--- src/hfr_pkg.sv ---
// package: register map, frame layout and cordic constants of the hall field readout
`default_nettype none
package hfr_pkg;
  // ------------------------------------------------------------
  // register map
  // ------------------------------------------------------------
  localparam int HFR_ADDR_W = 10;
  localparam logic [9:0] HFR_OFS_Z_PIXEL_ONE = 10'h111;
  localparam logic [9:0] HFR_OFS_Z_PIXEL_ZERO = 10'h112;
  localparam logic [9:0] HFR_OFS_X_PIXEL_ONE = 10'h113;
  localparam logic [9:0] HFR_OFS_X_PIXEL_ZERO = 10'h114;
  localparam logic [9:0] HFR_OFS_FIELD_STRENGTH = 10'h120;
  localparam int HFR_DATA_W = 16;
  localparam logic [15:0] HFR_RESULT_RST = 16'h0000;
  localparam logic [15:0] HFR_UNMAPPED_DATA = 16'h0000;
  // ------------------------------------------------------------
  // serial frame: 16 command bits, then 16 data bits, msb first
  // ------------------------------------------------------------
  localparam int HFR_CMD_W = 16;
  localparam int HFR_READ_BIT = 15;
  localparam int HFR_ADDR_LSB = 0;
  localparam int HFR_FRAME_W = 32;
  localparam int HFR_CNT_W = 6;
  // ------------------------------------------------------------
  // cordic: gain of 16 rotations is 1.64676, and 0.82338 / 1.64676 = 0.5
  // ------------------------------------------------------------
  localparam int HFR_CORDIC_ITER = 16;
  localparam int HFR_CORDIC_W = 21;
  localparam int HFR_MAG_SHIFT = 1;
  typedef enum logic [2:0] {
    HFR_CS_IDLE = 3'b001,
    HFR_CS_ROT = 3'b010,
    HFR_CS_DONE = 3'b100
  } hfr_cordic_state_t;
endpackage
`default_nettype wire

--- src/hall_field_readout.sv ---
// hall field readout: result registers, cordic strength and serial register port
// Function
// pixel one z field readable, read-only, 16 bits at address 0x111.
// pixel zero z field readable, read-only, 16 bits at address 0x112.
// pixel one x field readable, read-only, 16 bits at address 0x113.
// pixel zero x field readable, read-only, 16 bits at address 0x114.
// absolute mode strength is 0.82338 times magnitude of pixel one z and x.
// differential mode strength is 0.82338 times magnitude of pixel differences.
// cordic field strength readable, read-only, 16 bits at address 0x120.
// host may compare strength to its own limits for weak or lost magnet.
// host reaches registers over four-wire serial link; device is the peripheral.
// all five results update together once per conversion.
`default_nettype none
module hall_field_readout
  import hfr_pkg::*;
(
  input wire logic CORE_CLK,
  input wire logic RESET_N,
  input wire logic SPI_SCLK,
  input wire logic SPI_CS_N,
  input wire logic SPI_MOSI,
  output logic SPI_MISO,
  output logic SPI_MISO_OE_N,
  input wire logic SAMPLE_VALID,
  input wire logic [15:0] Z_PIXEL_ZERO,
  input wire logic [15:0] X_PIXEL_ZERO,
  input wire logic [15:0] Z_PIXEL_ONE,
  input wire logic [15:0] X_PIXEL_ONE,
  input wire logic DIFFERENTIAL_SELECT,
  output logic RESULT_UPDATE
);
  localparam int W = HFR_CORDIC_W;

  function automatic logic signed [W-1:0] ext(input logic [15:0] v);
    ext = {{(W - 16){v[15]}}, v};
  endfunction

  // ------------------------------------------------------------
  // conversion capture and commit
  // ------------------------------------------------------------
  logic [15:0] pz0_ff, px0_ff, pz1_ff, px1_ff, nxt_pz0, nxt_px0, nxt_pz1, nxt_px1;
  logic pdiff_ff, nxt_pdiff, start_ff, nxt_start, upd_ff, nxt_upd;
  logic [15:0] z1_ff, z0_ff, x1_ff, x0_ff, mag_ff;
  logic [15:0] nxt_z1, nxt_z0, nxt_x1, nxt_x0, nxt_mag;
  logic signed [W-1:0] op_x, op_y;
  logic cor_idle, cor_done, accept;
  logic [15:0] cor_mag;

  always_comb begin
    // a new sample is dropped while a conversion is in flight
    accept = SAMPLE_VALID && cor_idle && !start_ff;
    nxt_pz0 = pz0_ff;
    nxt_px0 = px0_ff;
    nxt_pz1 = pz1_ff;
    nxt_px1 = px1_ff;
    nxt_pdiff = pdiff_ff;
    nxt_start = accept;
    if (accept) begin
      nxt_pz0 = Z_PIXEL_ZERO;
      nxt_px0 = X_PIXEL_ZERO;
      nxt_pz1 = Z_PIXEL_ONE;
      nxt_px1 = X_PIXEL_ONE;
      nxt_pdiff = DIFFERENTIAL_SELECT;
    end
    if (pdiff_ff) begin
      op_x = ext(px0_ff) - ext(px1_ff);
      op_y = ext(pz0_ff) - ext(pz1_ff);
    end else begin
      op_x = ext(px1_ff);
      op_y = ext(pz1_ff);
    end
    nxt_upd = cor_done;
    nxt_z1 = z1_ff;
    nxt_z0 = z0_ff;
    nxt_x1 = x1_ff;
    nxt_x0 = x0_ff;
    nxt_mag = mag_ff;
    if (cor_done) begin
      // raw values and strength land in one edge
      nxt_z1 = pz1_ff;
      nxt_z0 = pz0_ff;
      nxt_x1 = px1_ff;
      nxt_x0 = px0_ff;
      nxt_mag = cor_mag;
    end
  end

  always_ff @(posedge CORE_CLK or negedge RESET_N) begin
    if (!RESET_N) begin
      pz0_ff <= HFR_RESULT_RST;
      px0_ff <= HFR_RESULT_RST;
      pz1_ff <= HFR_RESULT_RST;
      px1_ff <= HFR_RESULT_RST;
      pdiff_ff <= 1'b0;
      start_ff <= 1'b0;
      upd_ff <= 1'b0;
      z1_ff <= HFR_RESULT_RST;
      z0_ff <= HFR_RESULT_RST;
      x1_ff <= HFR_RESULT_RST;
      x0_ff <= HFR_RESULT_RST;
      mag_ff <= HFR_RESULT_RST;
    end else begin
      pz0_ff <= nxt_pz0;
      px0_ff <= nxt_px0;
      pz1_ff <= nxt_pz1;
      px1_ff <= nxt_px1;
      pdiff_ff <= nxt_pdiff;
      start_ff <= nxt_start;
      upd_ff <= nxt_upd;
      z1_ff <= nxt_z1;
      z0_ff <= nxt_z0;
      x1_ff <= nxt_x1;
      x0_ff <= nxt_x0;
      mag_ff <= nxt_mag;
    end
  end

  hfr_cordic #(
    .W(W),
    .ITER(HFR_CORDIC_ITER)
  ) u_cordic (
    .clk(CORE_CLK),
    .rst_n(RESET_N),
    .start(start_ff),
    .vec_x(op_x),
    .vec_y(op_y),
    .idle(cor_idle),
    .done(cor_done),
    .mag(cor_mag)
  );

  assign RESULT_UPDATE = upd_ff;

  // ------------------------------------------------------------
  // serial register port, mode 0
  // ------------------------------------------------------------
  logic sclk_s1_ff, sclk_s2_ff, sclk_s3_ff, cs_s1_ff, cs_s2_ff, mosi_s1_ff, mosi_s2_ff;
  logic [HFR_CNT_W-1:0] cnt_ff, nxt_cnt;
  logic [HFR_CMD_W-1:0] cmd_ff, nxt_cmd;
  logic [15:0] tx_ff, nxt_tx, rd_data;
  logic rd_ff, nxt_rd, miso_ff, nxt_miso, oe_n_ff, nxt_oe_n, sclk_rise, sclk_fall;

  // unmapped addresses read as zero; registers are read-only
  always_comb begin
    unique case (nxt_cmd[HFR_ADDR_LSB +: HFR_ADDR_W])
      HFR_OFS_Z_PIXEL_ONE: rd_data = z1_ff;
      HFR_OFS_Z_PIXEL_ZERO: rd_data = z0_ff;
      HFR_OFS_X_PIXEL_ONE: rd_data = x1_ff;
      HFR_OFS_X_PIXEL_ZERO: rd_data = x0_ff;
      HFR_OFS_FIELD_STRENGTH: rd_data = mag_ff;
      default: rd_data = HFR_UNMAPPED_DATA;
    endcase
  end

  always_comb begin
    sclk_rise = sclk_s2_ff && !sclk_s3_ff;
    sclk_fall = !sclk_s2_ff && sclk_s3_ff;
    nxt_cnt = cnt_ff;
    nxt_cmd = cmd_ff;
    nxt_tx = tx_ff;
    nxt_rd = rd_ff;
    nxt_miso = miso_ff;
    nxt_oe_n = oe_n_ff;
    if (cs_s2_ff) begin
      nxt_cnt = '0;
      nxt_rd = 1'b0;
      nxt_miso = 1'b0;
      nxt_oe_n = 1'b1;
    end else if (sclk_rise) begin
      if (cnt_ff < HFR_CNT_W'(HFR_CMD_W)) begin
        nxt_cmd = {cmd_ff[HFR_CMD_W-2:0], mosi_s2_ff};
      end
      if (cnt_ff < HFR_CNT_W'(HFR_FRAME_W)) begin
        nxt_cnt = cnt_ff + HFR_CNT_W'(1);
      end
      if (cnt_ff == HFR_CNT_W'(HFR_CMD_W - 1)) begin
        // whole word latched here so a commit cannot tear the read
        nxt_rd = nxt_cmd[HFR_READ_BIT];
        nxt_tx = nxt_cmd[HFR_READ_BIT] ? rd_data : HFR_UNMAPPED_DATA;
      end
    end else if (sclk_fall && rd_ff && cnt_ff >= HFR_CNT_W'(HFR_CMD_W)
                 && cnt_ff < HFR_CNT_W'(HFR_FRAME_W)) begin
      nxt_miso = tx_ff[15];
      nxt_tx = {tx_ff[14:0], 1'b0};
      nxt_oe_n = 1'b0;
    end
  end

  always_ff @(posedge CORE_CLK or negedge RESET_N) begin
    if (!RESET_N) begin
      sclk_s1_ff <= 1'b0;
      sclk_s2_ff <= 1'b0;
      sclk_s3_ff <= 1'b0;
      cs_s1_ff <= 1'b1;
      cs_s2_ff <= 1'b1;
      mosi_s1_ff <= 1'b0;
      mosi_s2_ff <= 1'b0;
      cnt_ff <= '0;
      cmd_ff <= '0;
      tx_ff <= HFR_UNMAPPED_DATA;
      rd_ff <= 1'b0;
      miso_ff <= 1'b0;
      oe_n_ff <= 1'b1;
    end else begin
      sclk_s1_ff <= SPI_SCLK;
      sclk_s2_ff <= sclk_s1_ff;
      sclk_s3_ff <= sclk_s2_ff;
      cs_s1_ff <= SPI_CS_N;
      cs_s2_ff <= cs_s1_ff;
      mosi_s1_ff <= SPI_MOSI;
      mosi_s2_ff <= mosi_s1_ff;
      cnt_ff <= nxt_cnt;
      cmd_ff <= nxt_cmd;
      tx_ff <= nxt_tx;
      rd_ff <= nxt_rd;
      miso_ff <= nxt_miso;
      oe_n_ff <= nxt_oe_n;
    end
  end

  assign SPI_MISO = miso_ff;
  assign SPI_MISO_OE_N = oe_n_ff;

  // ------------------------------------------------------------
  // checks
  // ------------------------------------------------------------
  logic addr_phase_end;
  assign addr_phase_end = !cs_s2_ff && sclk_rise && cnt_ff == HFR_CNT_W'(HFR_CMD_W - 1)
                          && nxt_cmd[HFR_READ_BIT];

  chk_read_z_one: assert property (@(posedge CORE_CLK) disable iff (!RESET_N)
    (addr_phase_end && nxt_cmd[9:0] == HFR_OFS_Z_PIXEL_ONE) |=> tx_ff == $past(z1_ff))
    else $error("pixel one z read returned wrong word");
  chk_read_z_zero: assert property (@(posedge CORE_CLK) disable iff (!RESET_N)
    (addr_phase_end && nxt_cmd[9:0] == HFR_OFS_Z_PIXEL_ZERO) |=> tx_ff == $past(z0_ff))
    else $error("pixel zero z read returned wrong word");
  chk_read_x_one: assert property (@(posedge CORE_CLK) disable iff (!RESET_N)
    (addr_phase_end && nxt_cmd[9:0] == HFR_OFS_X_PIXEL_ONE) |=> tx_ff == $past(x1_ff))
    else $error("pixel one x read returned wrong word");
  chk_read_x_zero: assert property (@(posedge CORE_CLK) disable iff (!RESET_N)
    (addr_phase_end && nxt_cmd[9:0] == HFR_OFS_X_PIXEL_ZERO) |=> tx_ff == $past(x0_ff))
    else $error("pixel zero x read returned wrong word");
  chk_read_strength: assert property (@(posedge CORE_CLK) disable iff (!RESET_N)
    (addr_phase_end && nxt_cmd[9:0] == HFR_OFS_FIELD_STRENGTH) |=> tx_ff == $past(mag_ff))
    else $error("field strength read returned wrong word");
  chk_abs_operands: assert property (@(posedge CORE_CLK) disable iff (!RESET_N)
    (accept && !DIFFERENTIAL_SELECT) |=> start_ff && op_y == ext($past(Z_PIXEL_ONE)))
    else $error("absolute mode did not use pixel one z");
  chk_diff_operands: assert property (@(posedge CORE_CLK) disable iff (!RESET_N)
    (accept && DIFFERENTIAL_SELECT) |=>
    op_x == ext($past(X_PIXEL_ZERO)) - ext($past(X_PIXEL_ONE)))
    else $error("differential mode did not use pixel x difference");
  chk_miso_release: assert property (@(posedge CORE_CLK) disable iff (!RESET_N)
    cs_s2_ff |=> SPI_MISO_OE_N && !rd_ff)
    else $error("data line driven while deselected");
  chk_commit_together: assert property (@(posedge CORE_CLK) disable iff (!RESET_N)
    (!$stable(mag_ff) || !$stable(z1_ff) || !$stable(x0_ff)) |-> $past(cor_done) && upd_ff)
    else $error("result register changed outside a commit");

  cov_read_strength: cover property (@(posedge CORE_CLK) disable iff (!RESET_N)
    addr_phase_end && nxt_cmd[9:0] == HFR_OFS_FIELD_STRENGTH);
  cov_abs_commit: cover property (@(posedge CORE_CLK) disable iff (!RESET_N)
    cor_done && !pdiff_ff);
  cov_diff_commit: cover property (@(posedge CORE_CLK) disable iff (!RESET_N)
    cor_done && pdiff_ff);
endmodule
`default_nettype wire

--- src/hfr_cordic.sv ---
// iterative vectoring cordic returning the scaled field strength
`default_nettype none
module hfr_cordic
  import hfr_pkg::*;
#(
  parameter int W = HFR_CORDIC_W,
  parameter int ITER = HFR_CORDIC_ITER
) (
  input wire logic clk,
  input wire logic rst_n,
  input wire logic start,
  input wire logic signed [W-1:0] vec_x,
  input wire logic signed [W-1:0] vec_y,
  output logic idle,
  output logic done,
  output logic [15:0] mag
);
  localparam int IW = $clog2(ITER);

  hfr_cordic_state_t state_ff, nxt_state;
  logic signed [W-1:0] x_ff, nxt_x, y_ff, nxt_y, scaled;
  logic [IW-1:0] i_ff, nxt_i;

  // ------------------------------------------------------------
  // rotation engine
  // ------------------------------------------------------------
  always_comb begin
    nxt_state = state_ff;
    nxt_x = x_ff;
    nxt_y = y_ff;
    nxt_i = i_ff;
    unique case (state_ff)
      HFR_CS_IDLE: begin
        if (start) begin
          // fold into right half plane; magnitude is unchanged
          nxt_x = (vec_x < 0) ? -vec_x : vec_x;
          nxt_y = vec_y;
          nxt_i = '0;
          nxt_state = HFR_CS_ROT;
        end
      end
      HFR_CS_ROT: begin
        if (y_ff >= 0) begin
          nxt_x = x_ff + (y_ff >>> i_ff);
          nxt_y = y_ff - (x_ff >>> i_ff);
        end else begin
          nxt_x = x_ff - (y_ff >>> i_ff);
          nxt_y = y_ff + (x_ff >>> i_ff);
        end
        nxt_i = i_ff + IW'(1);
        if (i_ff == IW'(ITER - 1)) begin
          nxt_state = HFR_CS_DONE;
        end
      end
      HFR_CS_DONE: begin
        nxt_state = HFR_CS_IDLE;
      end
    endcase
  end

  always_ff @(posedge clk or negedge rst_n) begin
    if (!rst_n) begin
      state_ff <= HFR_CS_IDLE;
      x_ff <= '0;
      y_ff <= '0;
      i_ff <= '0;
    end else begin
      state_ff <= nxt_state;
      x_ff <= nxt_x;
      y_ff <= nxt_y;
      i_ff <= nxt_i;
    end
  end

  // halving the gain gives exactly the 0.82338 scale; saturate at full scale
  always_comb begin
    scaled = x_ff >>> HFR_MAG_SHIFT;
    mag = (scaled[W-1:16] != '0) ? 16'hffff : scaled[15:0];
  end

  assign idle = (state_ff == HFR_CS_IDLE);
  assign done = (state_ff == HFR_CS_DONE);

  // ------------------------------------------------------------
  // checks
  // ------------------------------------------------------------
  int abs_x_ff, abs_y_ff, max_ab, sum_ab;
  always_ff @(posedge clk or negedge rst_n) begin
    if (!rst_n) begin
      abs_x_ff <= 0;
      abs_y_ff <= 0;
    end else if (start && idle) begin
      abs_x_ff <= (vec_x < 0) ? -int'(vec_x) : int'(vec_x);
      abs_y_ff <= (vec_y < 0) ? -int'(vec_y) : int'(vec_y);
    end
  end
  always_comb begin
    max_ab = (abs_x_ff > abs_y_ff) ? abs_x_ff : abs_y_ff;
    sum_ab = abs_x_ff + abs_y_ff;
  end

  chk_cordic_latency: assert property (
    @(posedge clk) disable iff (!rst_n) (start && idle) |-> !done [*8] ##10 done)
    else $error("cordic result not ready 17 cycles after start");
  chk_mag_lower: assert property (
    @(posedge clk) disable iff (!rst_n)
    (done && mag != 16'hffff) |-> (int'(mag) * 100 + 200 >= max_ab * 82))
    else $error("field strength below 0.82338 of larger component");
  chk_mag_upper: assert property (
    @(posedge clk) disable iff (!rst_n) done |-> (int'(mag) * 100 <= sum_ab * 83 + 200))
    else $error("field strength above 0.82338 of component sum");
endmodule
`default_nettype wire

--- config.mk ---
export PLATFORM = sky130hd
export DESIGN_NAME = hall_field_readout
export DESIGN_NICKNAME = d
export VERILOG_FILES = /design/src/hfr_pkg.sv /design/src/hall_field_readout.sv /design/src/hfr_cordic.sv
export SDC_FILE = /design/constraint.sdc
export NUM_CORES = 1
export LEC_CHECK = 0
export BUFFER_PORTS_ARGS = -buffer_cell sky130_fd_sc_hd__buf_2
export CORE_MARGIN = 3
export CORE_UTILIZATION = 60
export DETAILED_ROUTE_END_ITERATION = 12
export GPL_TIMING_DRIVEN = 0
export PLACE_DENSITY_LB_ADDON = 0.25
export SLEW_MARGIN = 20
export SYNTH_ARGS = -nofsm -noshare
export SYNTH_HDL_FRONTEND = slang
export SYNTH_SLANG_ARGS = --single-unit
--- constraint.sdc ---
create_clock -name CORE_CLK -period 12.5 [get_ports CORE_CLK]
set_input_delay 1.25 -clock CORE_CLK [delete_from_list [all_inputs] [get_ports CORE_CLK]]
set_output_delay 1.25 -clock CORE_CLK [all_outputs]
set_load 0.01 [all_outputs]
# Yosys cells after proc, flatten, opt, wreduce, memory -nomap -nowiden
# Cells that the tools add are included.
[op_classes]
shifts = 2
mux = 37
multipliers = 0
n_reduce_logical = 25
n_eq_ne = 15
magnitude_cmp = 5
add_sub_neg = 9
bitwise_logic = 1
div = 0
[ops]
columns = ["op", "n"]
rows = [
  ["two-way mux 21 bit", 7],
  ["two-way mux 16 bit", 8],
  ["case mux 21 bit (2 select lines)", 2],
  ["case mux 16 bit (5 select lines)", 1],
  ["== test 10 x 9 -> 1 bit, second input constant", 5],
  ["adder 21 bit", 2],
  [">>> shifter 21 x 4 -> 21 bit", 2],
  ["subtractor 21 bit", 2],
  ["subtractor 16 x 16 -> 17 bit", 2],
  [">= comparator 21 x 1 -> 1 bit, second input constant", 1],
  ["less-than comparator 21 x 1 -> 1 bit, second input constant", 1],
  ["negation 21 bit", 1],
  ["two-way mux 10 bit", 2],
  ["two-way mux 6 bit", 3],
  ["AND reduction 2 bit", 6],
  ["nonzero test 2 bit", 6],
  ["two-way mux 1 bit", 9],
  ["case mux 3 bit (3 select lines)", 1],
  ["case mux 4 bit (2 select lines)", 1],
  ["logical AND 1 bit", 7],
  ["adder 6 x 1 -> 6 bit, second input constant", 1],
  ["== test 6 x 4 -> 1 bit, second input constant", 1],
  [">= comparator 6 x 5 -> 1 bit, second input constant", 1],
  ["less-than comparator 6 x 5 -> 1 bit, second input constant", 1],
  ["other kinds (15)", 21],
]
[totals]
elab_cells = 125
romBits = 0
out_inout_bits = 3
latch_bits = 0
reg_bits = 244
mem_bits_rw = 0
n_memories = 0

# Depth between registers and ports, before layout
[logic_depth]
word_depth = 11
depth_mapped = 25

# Cells and area by module
# Synthesis repeated with hierarchy kept, for this count alone.
[hier_totals]
hier_cells = 1944
area_unflattened_um2 = 17959.7
[by_module_without_submodules]
columns = ["mod", "cells_per_inst", "n_inst", "area_per_inst_um2"]
rows = [
  ["hall_field_readout", 987, 1, 10181.0],
  ["hfr_cordic", 957, 1, 7778.7],
]

# Worst setup path after synthesis
# No wires, ideal clock.
[synth_timing]
path_type = "reg-to-reg"
from = "register u_cordic.i_ff[1]"
to = "register u_cordic.x_ff[20]"
n_path_buf = 5
period_less_slack_ns = 5.179
path_slack_ns = 7.321
path_stages_with_launch = 24
arrival_ns = 5.055
setup_ns = 0.124
path_cell_list = "dfrtp_1 -> buf_6 -> buf_12 -> buf_12 -> clkbuf_1 -> mux4_2 -> mux2_2 -> mux2i_1 -> ha_1 -> inv_1 -> or4b_1 -> clkbuf_1 -> nand2_1 -> xnor2_1 -> ha_1 -> a41o_1 -> a221oi_1 -> o31a_1 -> o21ai_0 -> o41ai_1 -> o2111ai_1 -> xnor2_1 -> nor3_1 -> o21bai_1"
[synth_via]
elab_chain_len = 4
[synth_rtl]
columns = ["item", "line_no", "text"]
rows = [
  ["from (decl)", "hfr_cordic.sv:22", "logic [IW-1:0] i_ff, nxt_i;"],
  ["from (signal assigned)", "hfr_cordic.sv:71", "i_ff <= nxt_i;"],
  [">>> shifter 21 x 4 -> 21 bit *", "hfr_cordic.sv:44, hfr_cordic.sv:47", ""],
  ["subtractor 21 bit / adder 21 bit (equally long branches)", "hfr_cordic.sv:47, hfr_cordic.sv:44", ""],
  ["two-way mux 21 bit *", "hfr_cordic.sv:43", "if (y_ff >= 0) begin"],
  ["case mux 21 bit (2 select lines) *", "hfr_cordic.sv:32", "unique case (state_ff)"],
  ["to (signal assigned)", "hfr_cordic.sv:69", "x_ff <= nxt_x;"],
  ["to (decl)", "hfr_cordic.sv:21", "logic signed [W-1:0] x_ff, nxt_x, y_ff, nxt_y, scaled;"],
]
# Mark *: on every way between the ends. The rest lies on a longest branch, timed or not.
# A chain may end at the register's enable or synchronous reset.

# Worst setup path in the final report
[layout_timing]
from = "register u_cordic.i_ff[2]"
to = "register u_cordic.y_ff[20]"
[layout_via]
elab_chain_len = 4
[layout_rtl]
columns = ["item", "line_no", "text"]
rows = [
  [">>> shifter 21 x 4 -> 21 bit *", "hfr_cordic.sv:45, hfr_cordic.sv:48", ""],
  ["adder 21 bit / subtractor 21 bit (equally long branches)", "hfr_cordic.sv:48, hfr_cordic.sv:45", ""],
  ["two-way mux 21 bit *", "hfr_cordic.sv:43", ""],
  ["case mux 21 bit (2 select lines) *", "hfr_cordic.sv:32", ""],
  ["to (signal assigned)", "hfr_cordic.sv:70", "y_ff <= nxt_y;"],
  ["to (decl)", "hfr_cordic.sv:21", ""],
]
# Marks and branches as above.

==> metrics.yaml <==
status:
  status: "finished, final reports clean"
global_route:
  grt_pass1_wl_um: 88000
  overflow: 0
  antenna_found_initial: 0
  track_usage_pct: 36.9
  grt_max_degree: 104
  grt_pass1_vias: 15173
timing:
  fin_setup_tns_ns: 0
  finalSetupViolCount: 0
  fmax_ghz: 0.153
  rsz0062_at_grt: "no"
  skew_ns: 0.0216
  tightest_slew_ns: 1.08
  timing.final.crit_share_pct: 52.3
  fin_crit_ns: 6.54
  drv_slew: 0
  maxSlewHeadroom_pct: 26.5
  finalHoldViolations: 0
logic_synthesis:
  synth_most_common_cell: "nand2_1"
  synth.net_count: 2009
  synth_cell_types: 88
  yosys_most_used_dff: "dfrtp_1"
  yosys_warnings: 0
  synth_top_cell_area_share_pct: 35.2
  yosysSeqAreaShare_pct: 35.8
  synth_top_cells_by_count: "nand2_1 (285), dfrtp_1 (240), o21ai_0 (143)"
  ys_top_cells_by_area: "dfrtp_1 (35%), mux2_2 (6.8%), nand2_1 (6.3%)"
  synthesis.instances: 1855
  synth_seq_cells: 244
  avgSynthCellArea_sq_um: 9.20
  synth_top_cell_by_area: "dfrtp_1"
  netlist_area_sq_mm: 0.0171
  async_reset_ff_share_pct: 100
  synth-edff-count: 0
finish:
  antenna_cells: 0
  finalNetCount: 2113
  reg_top3: "u_cordic.x_ff (21), u_cordic.y_ff (21)"
  synthToLayoutAreaGrowth_pct: 11.1
  drive_above_1_share_pct: 14.4
clock_network:
  cts_max_path_buffers: 3
  postCtsSetupBuffers: 0
  postCtsHoldBufs: 0
  cts_buffers: 27
  cts_tree: "built"
  clk_pin_slew_ns: 0.07
  cts.sinks: 244
  h-tree-depth: 1
  cts_resized: 0
  cts-root-buf: "clkbuf_16"
  worstSkewPairLatency_ns: 0.56
detailed_routing:
  wirelength_um: 56800
  postRouteAntennaNets: 0
  drtIter0Drc: 1811
  routed_via_density: 6.65
  top_layer_used: "met4"
  first_pass_iters: 8
  wl_met1_um: 23800
  routedWlPerCell_um: 24.1
  dr_wl_met2_um: 24800
  vias: 15668
  dr_wl_met3_um: 5280
  route.detailed.drc: 0
setup_path:
  crit_chain: "clkbuf_1, clkbuf_1, clkbuf_1, clkbuf_1, clkbuf_1, o21ai_0, ha_1, nand2b_1, nor2_1, nand2_1, nand2_1, xnor2_1, ha_1, nor3_1, nor2_1, nand2_1, o21ai_0, o41ai_1, o21ai_0, or4_1, nand3_1"
  startpoint_type: "flop"
  rr_worst_depth: 21
  critical_path_class: "flop to flop"
  critPathMaxFanout: 10
  regToRegStartpoint: "u_cordic.i_ff[2]"
  crit_path_max_incr_delay_ns: 0.54
  worstSetupEndpointType: "flop"
  cp.required_ns: 12.98
  r2r_slack_ns: 5.96
  crit_top_cell: "clkbuf_1"
  slowest_stage: "clkbuf_1"
  arrival_ns: 7.02
  r2r_end: "u_cordic.y_ff[20]"
min_path:
  min_from: "mosi_s1_ff"
  whs_path_depth: 0
  hold_path_end: "mosi_s2_ff"
  hp-class: "flop to flop"
die:
  core_area_sq_mm: 0.0279
  rows: 61
  die_h_um: 175
  die_w_um: 175
  io_pins: 74
  dieArea_sq_mm: 0.0305
  start_util_pct: 61.1
place:
  gp_congestion: 1.03
  io_buffers: 73
  hpwlAfterDp_um: 43300
run:
  maxCapViolations: 0
cells by family (layout without fill, tap and decap cells):
group	Yosys count	count (layout)	share of synthesized area, %
simple gates	582	582	15.9
compound gates	503	503	19.6
flops	244	244	35.8
buf+inv	174	298	4.27
mux	171	171	13.1
xor+xnor	98	98	5.03
fa+ha+maj	83	83	6.26
metrics by stage:
| stage | setup slack, ns | hold WS [ns] | instance area (sq um) | instances | util, % |
|---|---|---|---|---|---|
| floorplan | 7.32 | 0.331 | 17100 | 1855 | - |
| global placement | 5.85 | 0.333 | 17900 | 2306 | 64.1 |
| detailed placement | 6.16 | 0.335 | 18000 | 2308 | 64.4 |
| CTS | 6.10 | 0.347 | 19000 | 2357 | 67.9 |
| global route | 5.51 | 0.352 | 19000 | 2357 | 67.9 |
| finish | 5.96 | 0.347 | 19000 | 2357 | 67.9 |
critical path: cells and delay by family, from the launching register on:
kind                       cells  cell delay (ns)
buffers and inverters          5             2.54
and+or+nand+nor                9             1.37
AOI/OAI and AO/OA              4             1.14
adders and majority gates      2             0.64
DFF                            1             0.39
xor gates and xnor gates       1             0.36
cells in the final DEF (no fill, tap or decap), drive strengths merged, types with 9 or more instances in the layout:
| master | instances |
|---|---|
| nor3b | 11 |
| a22oi | 31 |
| inv | 73 |
| nor3 | 34 |
| mux2i | 39 |
| a21o | 20 |
| nand3b | 9 |
| ha | 79 |
| xnor2 | 55 |
| nor2 | 113 |
| o211ai | 23 |
| a221oi | 12 |
| buf | 91 |
| and2 | 9 |
| o21a | 19 |
| a21oi | 90 |
| o21ai | 144 |
| o22a | 18 |
| mux4 | 29 |
| nand2 | 285 |
| a211o | 12 |
| dfrtp | 240 |
| a222oi | 10 |
| o31ai | 14 |
| mux2 | 103 |
| nand4 | 13 |
| nand2b | 27 |
| or3 | 9 |
| a31oi | 12 |
| xor2 | 43 |
| o22ai | 10 |
| nand3 | 27 |
| clkbuf | 122 |
| a211oi | 11 |
| o221ai | 14 |
| nor2b | 13 |
metal layers:
metal  track usage (%)  up-vias
li1                  -     7015
met1              51.8     7653
met5                 0        -
met2              55.7      814
met3              7.78      186
met4              16.3        0
worst max-delay path by stage:
| stage | startpoint | to | cells past startpoint |
|---|---|---|---|
| 3_3_place_gp | RESET_N | px1_ff[6] | 1 |
| 3_5_place_dp | u_cordic.i_ff[2] | u_cordic.y_ff[20] | 21 |
| 5_1_grt | u_cordic.i_ff[2] | u_cordic.y_ff[19] | 23 |
| 2_1_floorplan | u_cordic.i_ff[1] | u_cordic.x_ff[20] | 23 |
| 4_1_cts | u_cordic.i_ff[2] | u_cordic.y_ff[20] | 21 |
| 6_report | u_cordic.i_ff[2] | u_cordic.y_ff[20] | 21 |
area by class of cell:
class / instances / area (sq um)
Buffer: 103 / 463
Clock buffer: 35 / 776
Clock inverter: 14 / 205
Fill cell: 2276 / 8970
Inverter: 71 / 267
Multi-Input combinational cell: 1437 / 10200
Sequential cell: 244 / 6110
Tap cell: 378 / 473
Timing Repair Buffer: 75 / 430
Power is left out: the tool's default activity adds up to more than one toggle a clock period on the data nets, which glitch-free logic cannot reach.
